<file path="config.mk">
export PLATFORM = sky130hd
export DESIGN_NAME = irq_flag_bank
export DESIGN_NICKNAME = d
export VERILOG_FILES = /design/src/irq_flag_pkg.sv /design/src/irq_flag_bank.sv /design/src/pin_edge_detect.sv
export VERILOG_INCLUDE_DIRS = /design/src
export SDC_FILE = /design/constraint.sdc
export NUM_CORES = 1
export LEC_CHECK = 0
export BUFFER_PORTS_ARGS = -buffer_cell sky130_fd_sc_hd__buf_2
export CAP_MARGIN = 20
export CORE_AREA = 2 2 142 144
export DETAILED_ROUTE_END_ITERATION = 16
export DIE_AREA = 0 0 144 146
export GPL_TIMING_DRIVEN = 0
export RECOVER_POWER = 50
export SYNTH_ARGS = -nofsm -noshare
export SYNTH_HDL_FRONTEND = slang
export SYNTH_SLANG_ARGS = --single-unit
</file>
<file path="constraint.sdc">
create_clock -name CLK_SYS -period 12.6 [get_ports CLK_SYS]
set_input_delay 1.26 -clock CLK_SYS [delete_from_list [all_inputs] [get_ports CLK_SYS]]
set_output_delay 1.26 -clock CLK_SYS [all_outputs]
set_load 0.02 [all_outputs]
</file>
<file path="src/irq_flag_consts.svh">
// Constants for the interrupt request flag bank
`ifndef IRQ_FLAG_CONSTS_SVH
`define IRQ_FLAG_CONSTS_SVH

// ==========================================================================
// Register addresses
`define IFB_ADDR_GROUP0_LOW   20'hfffe0
`define IFB_ADDR_GROUP0_HIGH  20'hfffe1
`define IFB_ADDR_GROUP1_LOW   20'hfffe2
`define IFB_ADDR_GROUP1_HIGH  20'hfffe3
`define IFB_ADDR_GROUP2_LOW   20'hfffd0

// ==========================================================================
// Register indices inside the bank
`define IFB_IDX_GROUP0_LOW    3'h0
`define IFB_IDX_GROUP0_HIGH   3'h1
`define IFB_IDX_GROUP1_LOW    3'h2
`define IFB_IDX_GROUP1_HIGH   3'h3
`define IFB_IDX_GROUP2_LOW    3'h4
`define IFB_IDX_NONE          3'h7
`define IFB_NUM_REGS          5

// ==========================================================================
// Implemented bits per register; the rest hold zero
`define IFB_IMPL_GROUP0_LOW   8'hff
`define IFB_IMPL_GROUP0_HIGH  8'hcc
`define IFB_IMPL_GROUP1_LOW   8'hfd
`define IFB_IMPL_GROUP1_HIGH  8'hc1
`define IFB_IMPL_GROUP2_LOW   8'h07
`define IFB_RESET_VALUE       8'h00

// ==========================================================================
// Sources, pins and timing
`define IFB_NUM_SOURCES       25
`define IFB_NUM_PINS          8
`define IFB_SRC_UART_TX_END   8
`define IFB_SRC_UART_RX_END   9
`define IFB_SRC_UART_RX_ERROR 10
`define IFB_WRITE_EXTRA_CLKS  2
`define IFB_ISP_ACCEPT_ALL    2'h3

`endif

</file>
<file path="src/irq_flag_pkg.sv">
// Types shared by the interrupt request flag bank
package irq_flag_pkg;

  // ========================================================================
  // Access width of a flag register write
  typedef enum logic [1:0] {
    ACC_BIT  = 2'h0,
    ACC_BYTE = 2'h1,
    ACC_HALF = 2'h3
  } access_size_t;

  // ========================================================================
  // One write instruction as seen by the flag bank
  typedef struct packed {
    logic         valid;
    logic [19:0]  addr;
    access_size_t size;
    logic [2:0]   bit_sel;
    logic [15:0]  data;
  } wr_req_t;

  // ========================================================================
  // Priority setting of one source
  typedef struct packed {
    logic prio_high;
    logic prio_low;
  } prio_t;

endpackage

</file>
<file path="src/irq_flag_bank.sv">
// Interrupt request flag bank with shared flags and request selection
//
// Function
// - A source raising its request, or software writing a 1, sets that source's request flag.
// - A flag goes to 0 on a software write of 0, on acknowledge of its interrupt, or on reset.
// - Acknowledging a maskable interrupt clears its flag before the service routine starts.
// - Each flag register takes single-bit and whole-byte writes, each with its own meaning.
// - Low and high bytes of group 0, and of group 1, pair into one halfword written at once.
// - Reset clears every flag register so that nothing is pending afterwards.
// - Every write to a flag register costs two extra execution clocks.
// - UART transmit end and clocked serial A share bit 2 of the group 0 high byte.
// - UART receive end and clocked serial B share bit 3 of the group 0 high byte.
// - UART receive error and timer 1 upper byte share bit 7 of the group 0 high byte.
// - Each of the 25 source positions has its own flag, mask bit and two priority bits that decide its service.
// - External pins use separate rising and falling edge enables; either or both set the flag.
// - Among equal-priority pending requests the lowest default index wins, 0 first, 24 last.
// - The global enable and the two in-service level bits gate acknowledgement of requests.
`timescale 1ns/1ps
`include "irq_flag_consts.svh"

module irq_flag_bank
  import irq_flag_pkg::*;
#(
  parameter int STALL_CLKS = `IFB_WRITE_EXTRA_CLKS
) (
  input  wire logic                        CLK_SYS,
  input  wire logic                        RST,
  input  wire logic [`IFB_NUM_SOURCES-1:0] SRC_IRQ,
  input  wire logic                        CLOCKED_SERIAL_A_IRQ,
  input  wire logic                        CLOCKED_SERIAL_B_IRQ,
  input  wire logic                        TIMER1_UPPER_BYTE_IRQ,
  input  wire logic [`IFB_NUM_PINS-1:0]    PIN_IN,
  input  wire logic [`IFB_NUM_PINS-1:0]    RISING_EDGE_ENABLES,
  input  wire logic [`IFB_NUM_PINS-1:0]    FALLING_EDGE_ENABLES,
  input  wire logic [`IFB_NUM_SOURCES-1:0] MASK_FLAG,
  input  wire prio_t [`IFB_NUM_SOURCES-1:0] PRIORITY,
  input  wire logic                        GLOBAL_IRQ_ENABLE,
  input  wire logic                        IN_SERVICE_LEVEL_LOW,
  input  wire logic                        IN_SERVICE_LEVEL_HIGH,
  input  wire wr_req_t                     WR_REQ,
  input  wire logic                        RD_EN,
  input  wire logic [19:0]                 RD_ADDR,
  input  wire logic                        ACK,
  input  wire logic [4:0]                  ACK_INDEX,
  output logic      [15:0]                 RD_DATA,
  output logic                             WR_BUSY,
  output logic                             IRQ_REQ,
  output logic      [4:0]                  IRQ_INDEX,
  output logic      [1:0]                  IRQ_LEVEL
);

  // ========================================================================
  // Elaboration checks
  if (STALL_CLKS < 1 || STALL_CLKS > 15) begin : g_bad_stall
    $error("STALL_CLKS must lie in 1..15");
  end

  // ========================================================================
  // Source to flag bit map, in default priority order
  localparam int NSRC = `IFB_NUM_SOURCES;
  localparam int NBIT = 8 * `IFB_NUM_REGS;
  localparam logic [5:0] FLAG_POS [NSRC] = '{
    6'd0,  6'd1,  6'd2,  6'd3,  6'd4,  6'd5,  6'd6,  6'd7,
    6'd10, 6'd11, 6'd15, 6'd14, 6'd16, 6'd18, 6'd19, 6'd20,
    6'd21, 6'd22, 6'd23, 6'd24, 6'd30, 6'd31, 6'd32, 6'd33,
    6'd34
  };
  // Source indices fed from the external pins
  localparam logic [4:0] PIN_SRC [`IFB_NUM_PINS] = '{
    5'd2, 5'd3, 5'd4, 5'd5, 5'd6, 5'd7, 5'd22, 5'd23
  };
  localparam logic [7:0] IMPL [`IFB_NUM_REGS] = '{
    `IFB_IMPL_GROUP0_LOW, `IFB_IMPL_GROUP0_HIGH, `IFB_IMPL_GROUP1_LOW,
    `IFB_IMPL_GROUP1_HIGH, `IFB_IMPL_GROUP2_LOW
  };

  // ========================================================================
  // Address decode
  function automatic logic [2:0] reg_index(input logic [19:0] a);
    logic [2:0] r;
    r = `IFB_IDX_NONE;
    unique case (a)
      `IFB_ADDR_GROUP0_LOW:  r = `IFB_IDX_GROUP0_LOW;
      `IFB_ADDR_GROUP0_HIGH: r = `IFB_IDX_GROUP0_HIGH;
      `IFB_ADDR_GROUP1_LOW:  r = `IFB_IDX_GROUP1_LOW;
      `IFB_ADDR_GROUP1_HIGH: r = `IFB_IDX_GROUP1_HIGH;
      `IFB_ADDR_GROUP2_LOW:  r = `IFB_IDX_GROUP2_LOW;
      default:               r = `IFB_IDX_NONE;
    endcase
    return r;
  endfunction

  // ========================================================================
  // Signals
  logic [7:0]             flags_r [`IFB_NUM_REGS];
  logic [NBIT-1:0]        flag_flat;
  logic [NBIT-1:0]        set_flat;
  logic [NBIT-1:0]        ack_flat;
  logic [NBIT-1:0]        wmask_flat;
  logic [NBIT-1:0]        wval_flat;
  logic [NSRC-1:0]        src_set;
  logic [`IFB_NUM_PINS-1:0] pin_hit;
  logic                   wr_accept;
  logic [3:0]             stall_cnt_r;
  logic [2:0]             wr_idx;
  logic                   best_found;
  logic [4:0]             best_idx;
  logic [1:0]             best_lvl;
  logic [1:0]             isp;
  logic                   offer_nxt;

  // ========================================================================
  // Pin edge detection
  genvar gp;
  generate
    for (gp = 0; gp < `IFB_NUM_PINS; gp++) begin : g_pin
      pin_edge_detect u_edge (
        .CLK_SYS  (CLK_SYS),
        .RST      (RST),
        .pin_in   (PIN_IN[gp]),
        .rise_en  (RISING_EDGE_ENABLES[gp]),
        .fall_en  (FALLING_EDGE_ENABLES[gp]),
        .edge_hit (pin_hit[gp])
      );
    end
  endgenerate

  // ========================================================================
  // Hardware set and acknowledge clear vectors
  always_comb begin
    src_set = SRC_IRQ;
    for (int p = 0; p < `IFB_NUM_PINS; p++) begin
      src_set[PIN_SRC[p]] = src_set[PIN_SRC[p]] | pin_hit[p];
    end
    // Shared sources fold onto one flag, mask and priority position
    src_set[`IFB_SRC_UART_TX_END]   = SRC_IRQ[`IFB_SRC_UART_TX_END] |
                                      CLOCKED_SERIAL_A_IRQ;
    src_set[`IFB_SRC_UART_RX_END]   = SRC_IRQ[`IFB_SRC_UART_RX_END] |
                                      CLOCKED_SERIAL_B_IRQ;
    // Both sharers landing on one bit is why software must not use both
    src_set[`IFB_SRC_UART_RX_ERROR] = SRC_IRQ[`IFB_SRC_UART_RX_ERROR] |
                                      TIMER1_UPPER_BYTE_IRQ;
    set_flat = '0;
    ack_flat = '0;
    for (int i = 0; i < NSRC; i++) begin
      set_flat[FLAG_POS[i]] = src_set[i];
      ack_flat[FLAG_POS[i]] = ACK && (ACK_INDEX == 5'(i));
    end
  end

  // ========================================================================
  // Software write decode
  assign wr_accept = WR_REQ.valid && !WR_BUSY;
  assign wr_idx    = reg_index(WR_REQ.addr);

  always_comb begin
    wmask_flat = '0;
    wval_flat  = '0;
    if (wr_accept && wr_idx != `IFB_IDX_NONE) begin
      unique case (WR_REQ.size)
        ACC_BIT: begin
          // Only the addressed bit is touched, so concurrent sets survive
          wmask_flat[{wr_idx, WR_REQ.bit_sel}] = 1'b1;
          wval_flat[{wr_idx, WR_REQ.bit_sel}]  = WR_REQ.data[0];
        end
        ACC_BYTE: begin
          wmask_flat[{wr_idx, 3'h0} +: 8] = 8'hff;
          wval_flat[{wr_idx, 3'h0} +: 8]  = WR_REQ.data[7:0];
        end
        ACC_HALF: begin
          // Halfword only at the even byte of group 0 or group 1
          if (wr_idx == `IFB_IDX_GROUP0_LOW || wr_idx == `IFB_IDX_GROUP1_LOW) begin
            wmask_flat[{wr_idx, 3'h0} +: 16] = 16'hffff;
            wval_flat[{wr_idx, 3'h0} +: 16]  = WR_REQ.data;
          end
        end
        default: begin
          wmask_flat = '0;
        end
      endcase
    end
  end

  // ========================================================================
  // Flag registers
  always_comb begin
    for (int r = 0; r < `IFB_NUM_REGS; r++) begin
      flag_flat[r*8 +: 8] = flags_r[r];
    end
  end

  always_ff @(posedge CLK_SYS or posedge RST) begin
    if (RST) begin
      for (int r = 0; r < `IFB_NUM_REGS; r++) begin
        flags_r[r] <= `IFB_RESET_VALUE;
      end
    end else begin
      for (int r = 0; r < `IFB_NUM_REGS; r++) begin
        // Hardware set wins over a same-cycle write or acknowledge clear
        flags_r[r] <= (((flags_r[r] & ~wmask_flat[r*8 +: 8]) |
                        (wval_flat[r*8 +: 8] & wmask_flat[r*8 +: 8])) &
                       ~ack_flat[r*8 +: 8] | set_flat[r*8 +: 8]) & IMPL[r];
      end
    end
  end

  // ========================================================================
  // Write stall: each accepted write holds the instruction for extra clocks
  always_ff @(posedge CLK_SYS or posedge RST) begin
    if (RST) begin
      stall_cnt_r <= 4'h0;
      WR_BUSY     <= 1'b0;
    end else if (wr_accept) begin
      stall_cnt_r <= 4'(STALL_CLKS);
      WR_BUSY     <= 1'b1;
    end else begin
      if (stall_cnt_r != 4'h0) begin
        stall_cnt_r <= stall_cnt_r - 4'h1;
      end
      WR_BUSY <= (stall_cnt_r > 4'h1);
    end
  end

  // ========================================================================
  // Register read: low byte at the address, next byte of a pair above it
  always_ff @(posedge CLK_SYS or posedge RST) begin
    if (RST) begin
      RD_DATA <= 16'h0000;
    end else if (RD_EN) begin
      RD_DATA <= 16'h0000;
      unique case (reg_index(RD_ADDR))
        `IFB_IDX_GROUP0_LOW:  RD_DATA <= {flags_r[1], flags_r[0]};
        `IFB_IDX_GROUP0_HIGH: RD_DATA <= {8'h00, flags_r[1]};
        `IFB_IDX_GROUP1_LOW:  RD_DATA <= {flags_r[3], flags_r[2]};
        `IFB_IDX_GROUP1_HIGH: RD_DATA <= {8'h00, flags_r[3]};
        `IFB_IDX_GROUP2_LOW:  RD_DATA <= {8'h00, flags_r[4]};
        default:              RD_DATA <= 16'h0000;
      endcase
    end
  end

  // ========================================================================
  // Request selection
  assign isp = {IN_SERVICE_LEVEL_HIGH, IN_SERVICE_LEVEL_LOW};

  always_comb begin
    best_found = 1'b0;
    best_idx   = 5'h00;
    best_lvl   = 2'h3;
    for (int i = 0; i < NSRC; i++) begin
      if (flag_flat[FLAG_POS[i]] && !MASK_FLAG[i]) begin
        // Strict compare keeps the lower index on a tie
        if (!best_found || {PRIORITY[i].prio_high, PRIORITY[i].prio_low} < best_lvl) begin
          best_found = 1'b1;
          best_idx   = 5'(i);
          best_lvl   = {PRIORITY[i].prio_high, PRIORITY[i].prio_low};
        end
      end
    end
    offer_nxt = best_found && GLOBAL_IRQ_ENABLE &&
                ((best_lvl < isp) || (isp == `IFB_ISP_ACCEPT_ALL));
  end

  always_ff @(posedge CLK_SYS or posedge RST) begin
    if (RST) begin
      IRQ_REQ   <= 1'b0;
      IRQ_INDEX <= 5'h00;
      IRQ_LEVEL <= 2'h3;
    end else begin
      // A request just acknowledged is withdrawn at once
      IRQ_REQ   <= offer_nxt && !(ACK && ACK_INDEX == best_idx);
      IRQ_INDEX <= best_idx;
      IRQ_LEVEL <= best_lvl;
    end
  end

endmodule

</file>
<file path="src/pin_edge_detect.sv">
// Edge detector for one external interrupt pin
`timescale 1ns/1ps
`include "irq_flag_consts.svh"

module pin_edge_detect (
  input  wire logic CLK_SYS,
  input  wire logic RST,
  input  wire logic pin_in,
  input  wire logic rise_en,
  input  wire logic fall_en,
  output logic      edge_hit
);

  logic pin_d_r;

  always_ff @(posedge CLK_SYS or posedge RST) begin
    if (RST) begin
      pin_d_r <= 1'b0;
    end else begin
      pin_d_r <= pin_in;
    end
  end

  // Either edge or both may fire; with both enables clear the pin is inert
  assign edge_hit = (rise_en && pin_in && !pin_d_r) ||
                    (fall_en && !pin_in && pin_d_r);

endmodule

</file>
==> out/metrics.csv <==
metric,value,unit
total track usage,23.77,%
Starting DRT DRC Count,464,
drc violations,0,
Final GP Congestion,0.9342,
CTS root buf,clkbuf_16,
GR Overflow Total,0,
Cells after Synth,927,
crit path capture type,register,
sequential fraction of the synthesis area,22.10,%
first-pass GRT wire length,40080,µm
"Clk pin slew, worst setup/hold paths",0.06,ns
Worst Path Arrival,14.32,ns
DP Area,8388,µm²
Worst Clk Skew,0.01135,ns
PortBufs,213,
Rows,51,
Avg WL per Cell,17.12,µm
status,"complete, but fails checks",
CP Launch Type,input pin,
pwr/cell area,104.2,nW/µm²
share of cells above drive strength 1,33.79,%
final wirelength,25570,µm
setup TNS,-5.013,ns
Vias/cell,5.500,
Worst Tran Pin Value,2.174,ns
Fmax,0.07106,GHz
total number of vias,8217,
class of the worst hold path,reg2reg,
Avg Synthesized Cell Area,7.218,µm²
Register Area,1479,µm²
Clock Tree Buf Depth,2,
Nets,1439,
Die Span X,144,µm
final critical-path share of the clock period,111.7,%
Die Height,146,µm
RSZ-0062 raised after global routing,yes,
failing checks,"max-capacitance violations, max-slew violations, negative setup slack",
Die Footprint,21020,µm²
top-area cell type share of the netlist area,21.32,%
worst vdd ir,67.71,µV
core area,19330,µm²
Synth area leaders,"dfrtp_1, nor2_1, nand2_1",
post-route cell area,9544,µm²
Mapped Area,6691,µm²
iteration count of the initial detailed-routing pass,5,
Yosys reg bits,59,
# fillers,1974,
area of the multi-input gates,5540,µm²
"slowest stage cell, crit path",or3b_4,
total of max-cap violations,1,
"Core Util, Final",49.36,%
"Hold Vio Cnt, Final",0,
Tmin final,14.07,ns
Post-synth EDFFs,0,
Syn. warnings,0,
critical path's largest stage delay,0.44,ns
CTS sink count,59,
Fin Hold WS,0.5048,ns
TritonCTS Buffers,9,
largest net degree at the start of global routing,40,
final antenna-violating net count,0,
I/O pins,226,
Pins Over Slew Limit,40,
worst setup path class,in2reg,
Post-CTS Hold Buffers,0,
final setup vio count,8,
slew margin rel.,-44.93,%
worst setup margin,-1.473,ns
critical path required time,12.85,ns
crit-path max FO,6,
"area leader, netlist",dfrtp_1,
initial antenna violation count,1,
Layout area overhead,42.63,%
Static Leak,3.939,nW
Post-DP HPWL,20280,µm
vias in the first global route,7934,
Design Power,0.0009941,W
library cells used by synthesis,94,
CTS tree,yes,
ys async rst share,100.0,%
Worst-Skew Late Latency,0.34,ns
"Top FF cell, synth",dfrtp_1,
initial core utilization,34.61,%
H-tree depth,3,
==> synthesized netlist by cell type, drive strengths merged (4+ instances only) <==
library cell and count:
o31a 4, ha 15, mux2i 12, inv 53, a211oi 8, o211a 4
o21a 7, o22a 4, dfrtp 57, nor3 33, a31oi 13, nand3b 8
o221ai 10, nor2 115, nand3 34, a22oi 10, and2 6, or2 17
a211o 9, o21bai 20, nor2b 22, nor4 11, and3 7, o31ai 10
or3b 5, nand4 18, o22ai 18, o211ai 11, clkbuf 19, nand2b 41
maj3 9, a311o 4, a21oi 63, nand2 98, a32oi 5, or3 11
a21o 7, o21ai 74
==> kinds of logic after synthesis <==
group                    after synthesis  synth area share, %
AO/OA/AOI/OAI                        313                32.99
XOR/XNOR                               2               0.2618
other                                  1              0.05604
buffers and inverters                 75                4.375
AND/OR/NAND/NOR                      439                33.23
flip-flops                            59                22.10
adder cells (fa/ha/maj)               24                4.151
multiplexers                          14                2.842
==> what timing repair did <==
item / in CTS / in global routing
setup buffers: 57 / 15
hold endpoints to repair: 0 / 0
endpoints found under the setup margin: 8 / 8
gates resized for setup: 42 / 31
pin swaps: 52 / 42
==> layer usage <==
| layer | global-route usage, % | vias up | wire length [µm] |
|---|---|---|---|
| met4 | 7.549 | 0 | 756 |
| met3 | 4.442 | 56 | 1632 |
| met5 | 0 | - | 0 |
| li1 | - | 4050 | - |
| met2 | 38.62 | 293 | 11940 |
| met1 | 31.78 | 3818 | 11240 |
==> final timing paths <==
kind,from,endpoint,slack (ns),depth (start not counted)
worst max-delay path,PRIORITY[1],IRQ_REQ,-1.47,76
worst min-delay path,stall_cnt_r[1],stall_cnt_r[1],0.50,1
worst max register to register,flag_flat[1],IRQ_REQ,-1.07,75
worst min register to register,stall_cnt_r[1],stall_cnt_r[1],0.50,1
max in group asynchronous,RST,RD_DATA[10],8.98,3
min in group asynchronous,RST,g_pin[5].u_edge.pin_d_r,1.09,2
==> flip-flops by register name, summed over array words and instances (netlist names) <==
name and count:
IRQ_REQ 1, g_pin.u_edge.pin_d_r 8, IRQ_INDEX 5, stall_cnt_r 4
IRQ_LEVEL 2, flag_flat 25, WR_BUSY 1, RD_DATA 13
==> per-stage QoR <==
step           setup slack, ns  cells
5_1_grt                 -2.092   1494
2_1_floorplan           -1.417    929
6_report                -1.473   1494
3_5_place_dp            -3.072   1408
3_3_place_gp            -2.982   1407
4_1_cts                 -1.180   1481
==> cells in the final DEF (no fill, tap or decap), types with 32 or more instances in the layout <==
cell type	n
buf_2	200
nor2_1	107
nand2_1	95
buf_4	71
o21ai_0	59
dfrtp_1	57
a21oi_1	54
inv_1	48
clkbuf_1	32
nand3_1	32
==> critical path, delay by kind of cell <==
family                     cells  cell delay, ns
AOI/OAI and AO/OA             36            6.54
adders and majority gates      8            1.74
buffers and inverters          7            0.57
muxes                          2            0.47
and+or+nand+nor               23            3.71
==> power by group <==
part / switching (W) / internal [W]
Sequential: 0.0000139 / 0.000213
Clock: 0.0000882 / 0.000158
Combinational: 0.000269 / 0.000252
Total: 0.000371 / 0.000623
==> cell type report <==
class                           count  share of cell area, %
Timing Repair Buffer              283                  16.82
Multi-Input combinational cell    795                  58.05
Clock inverter                      3                 0.4195
Buffer                             22                 0.9832
Inverter                           53                  2.111
Sequential cell                    59                  15.50
Antenna cell                        1                0.02622
Clock buffer                       13                  2.622
Tap cell                          265                  3.474
Power figures use the tool's default switching activity.
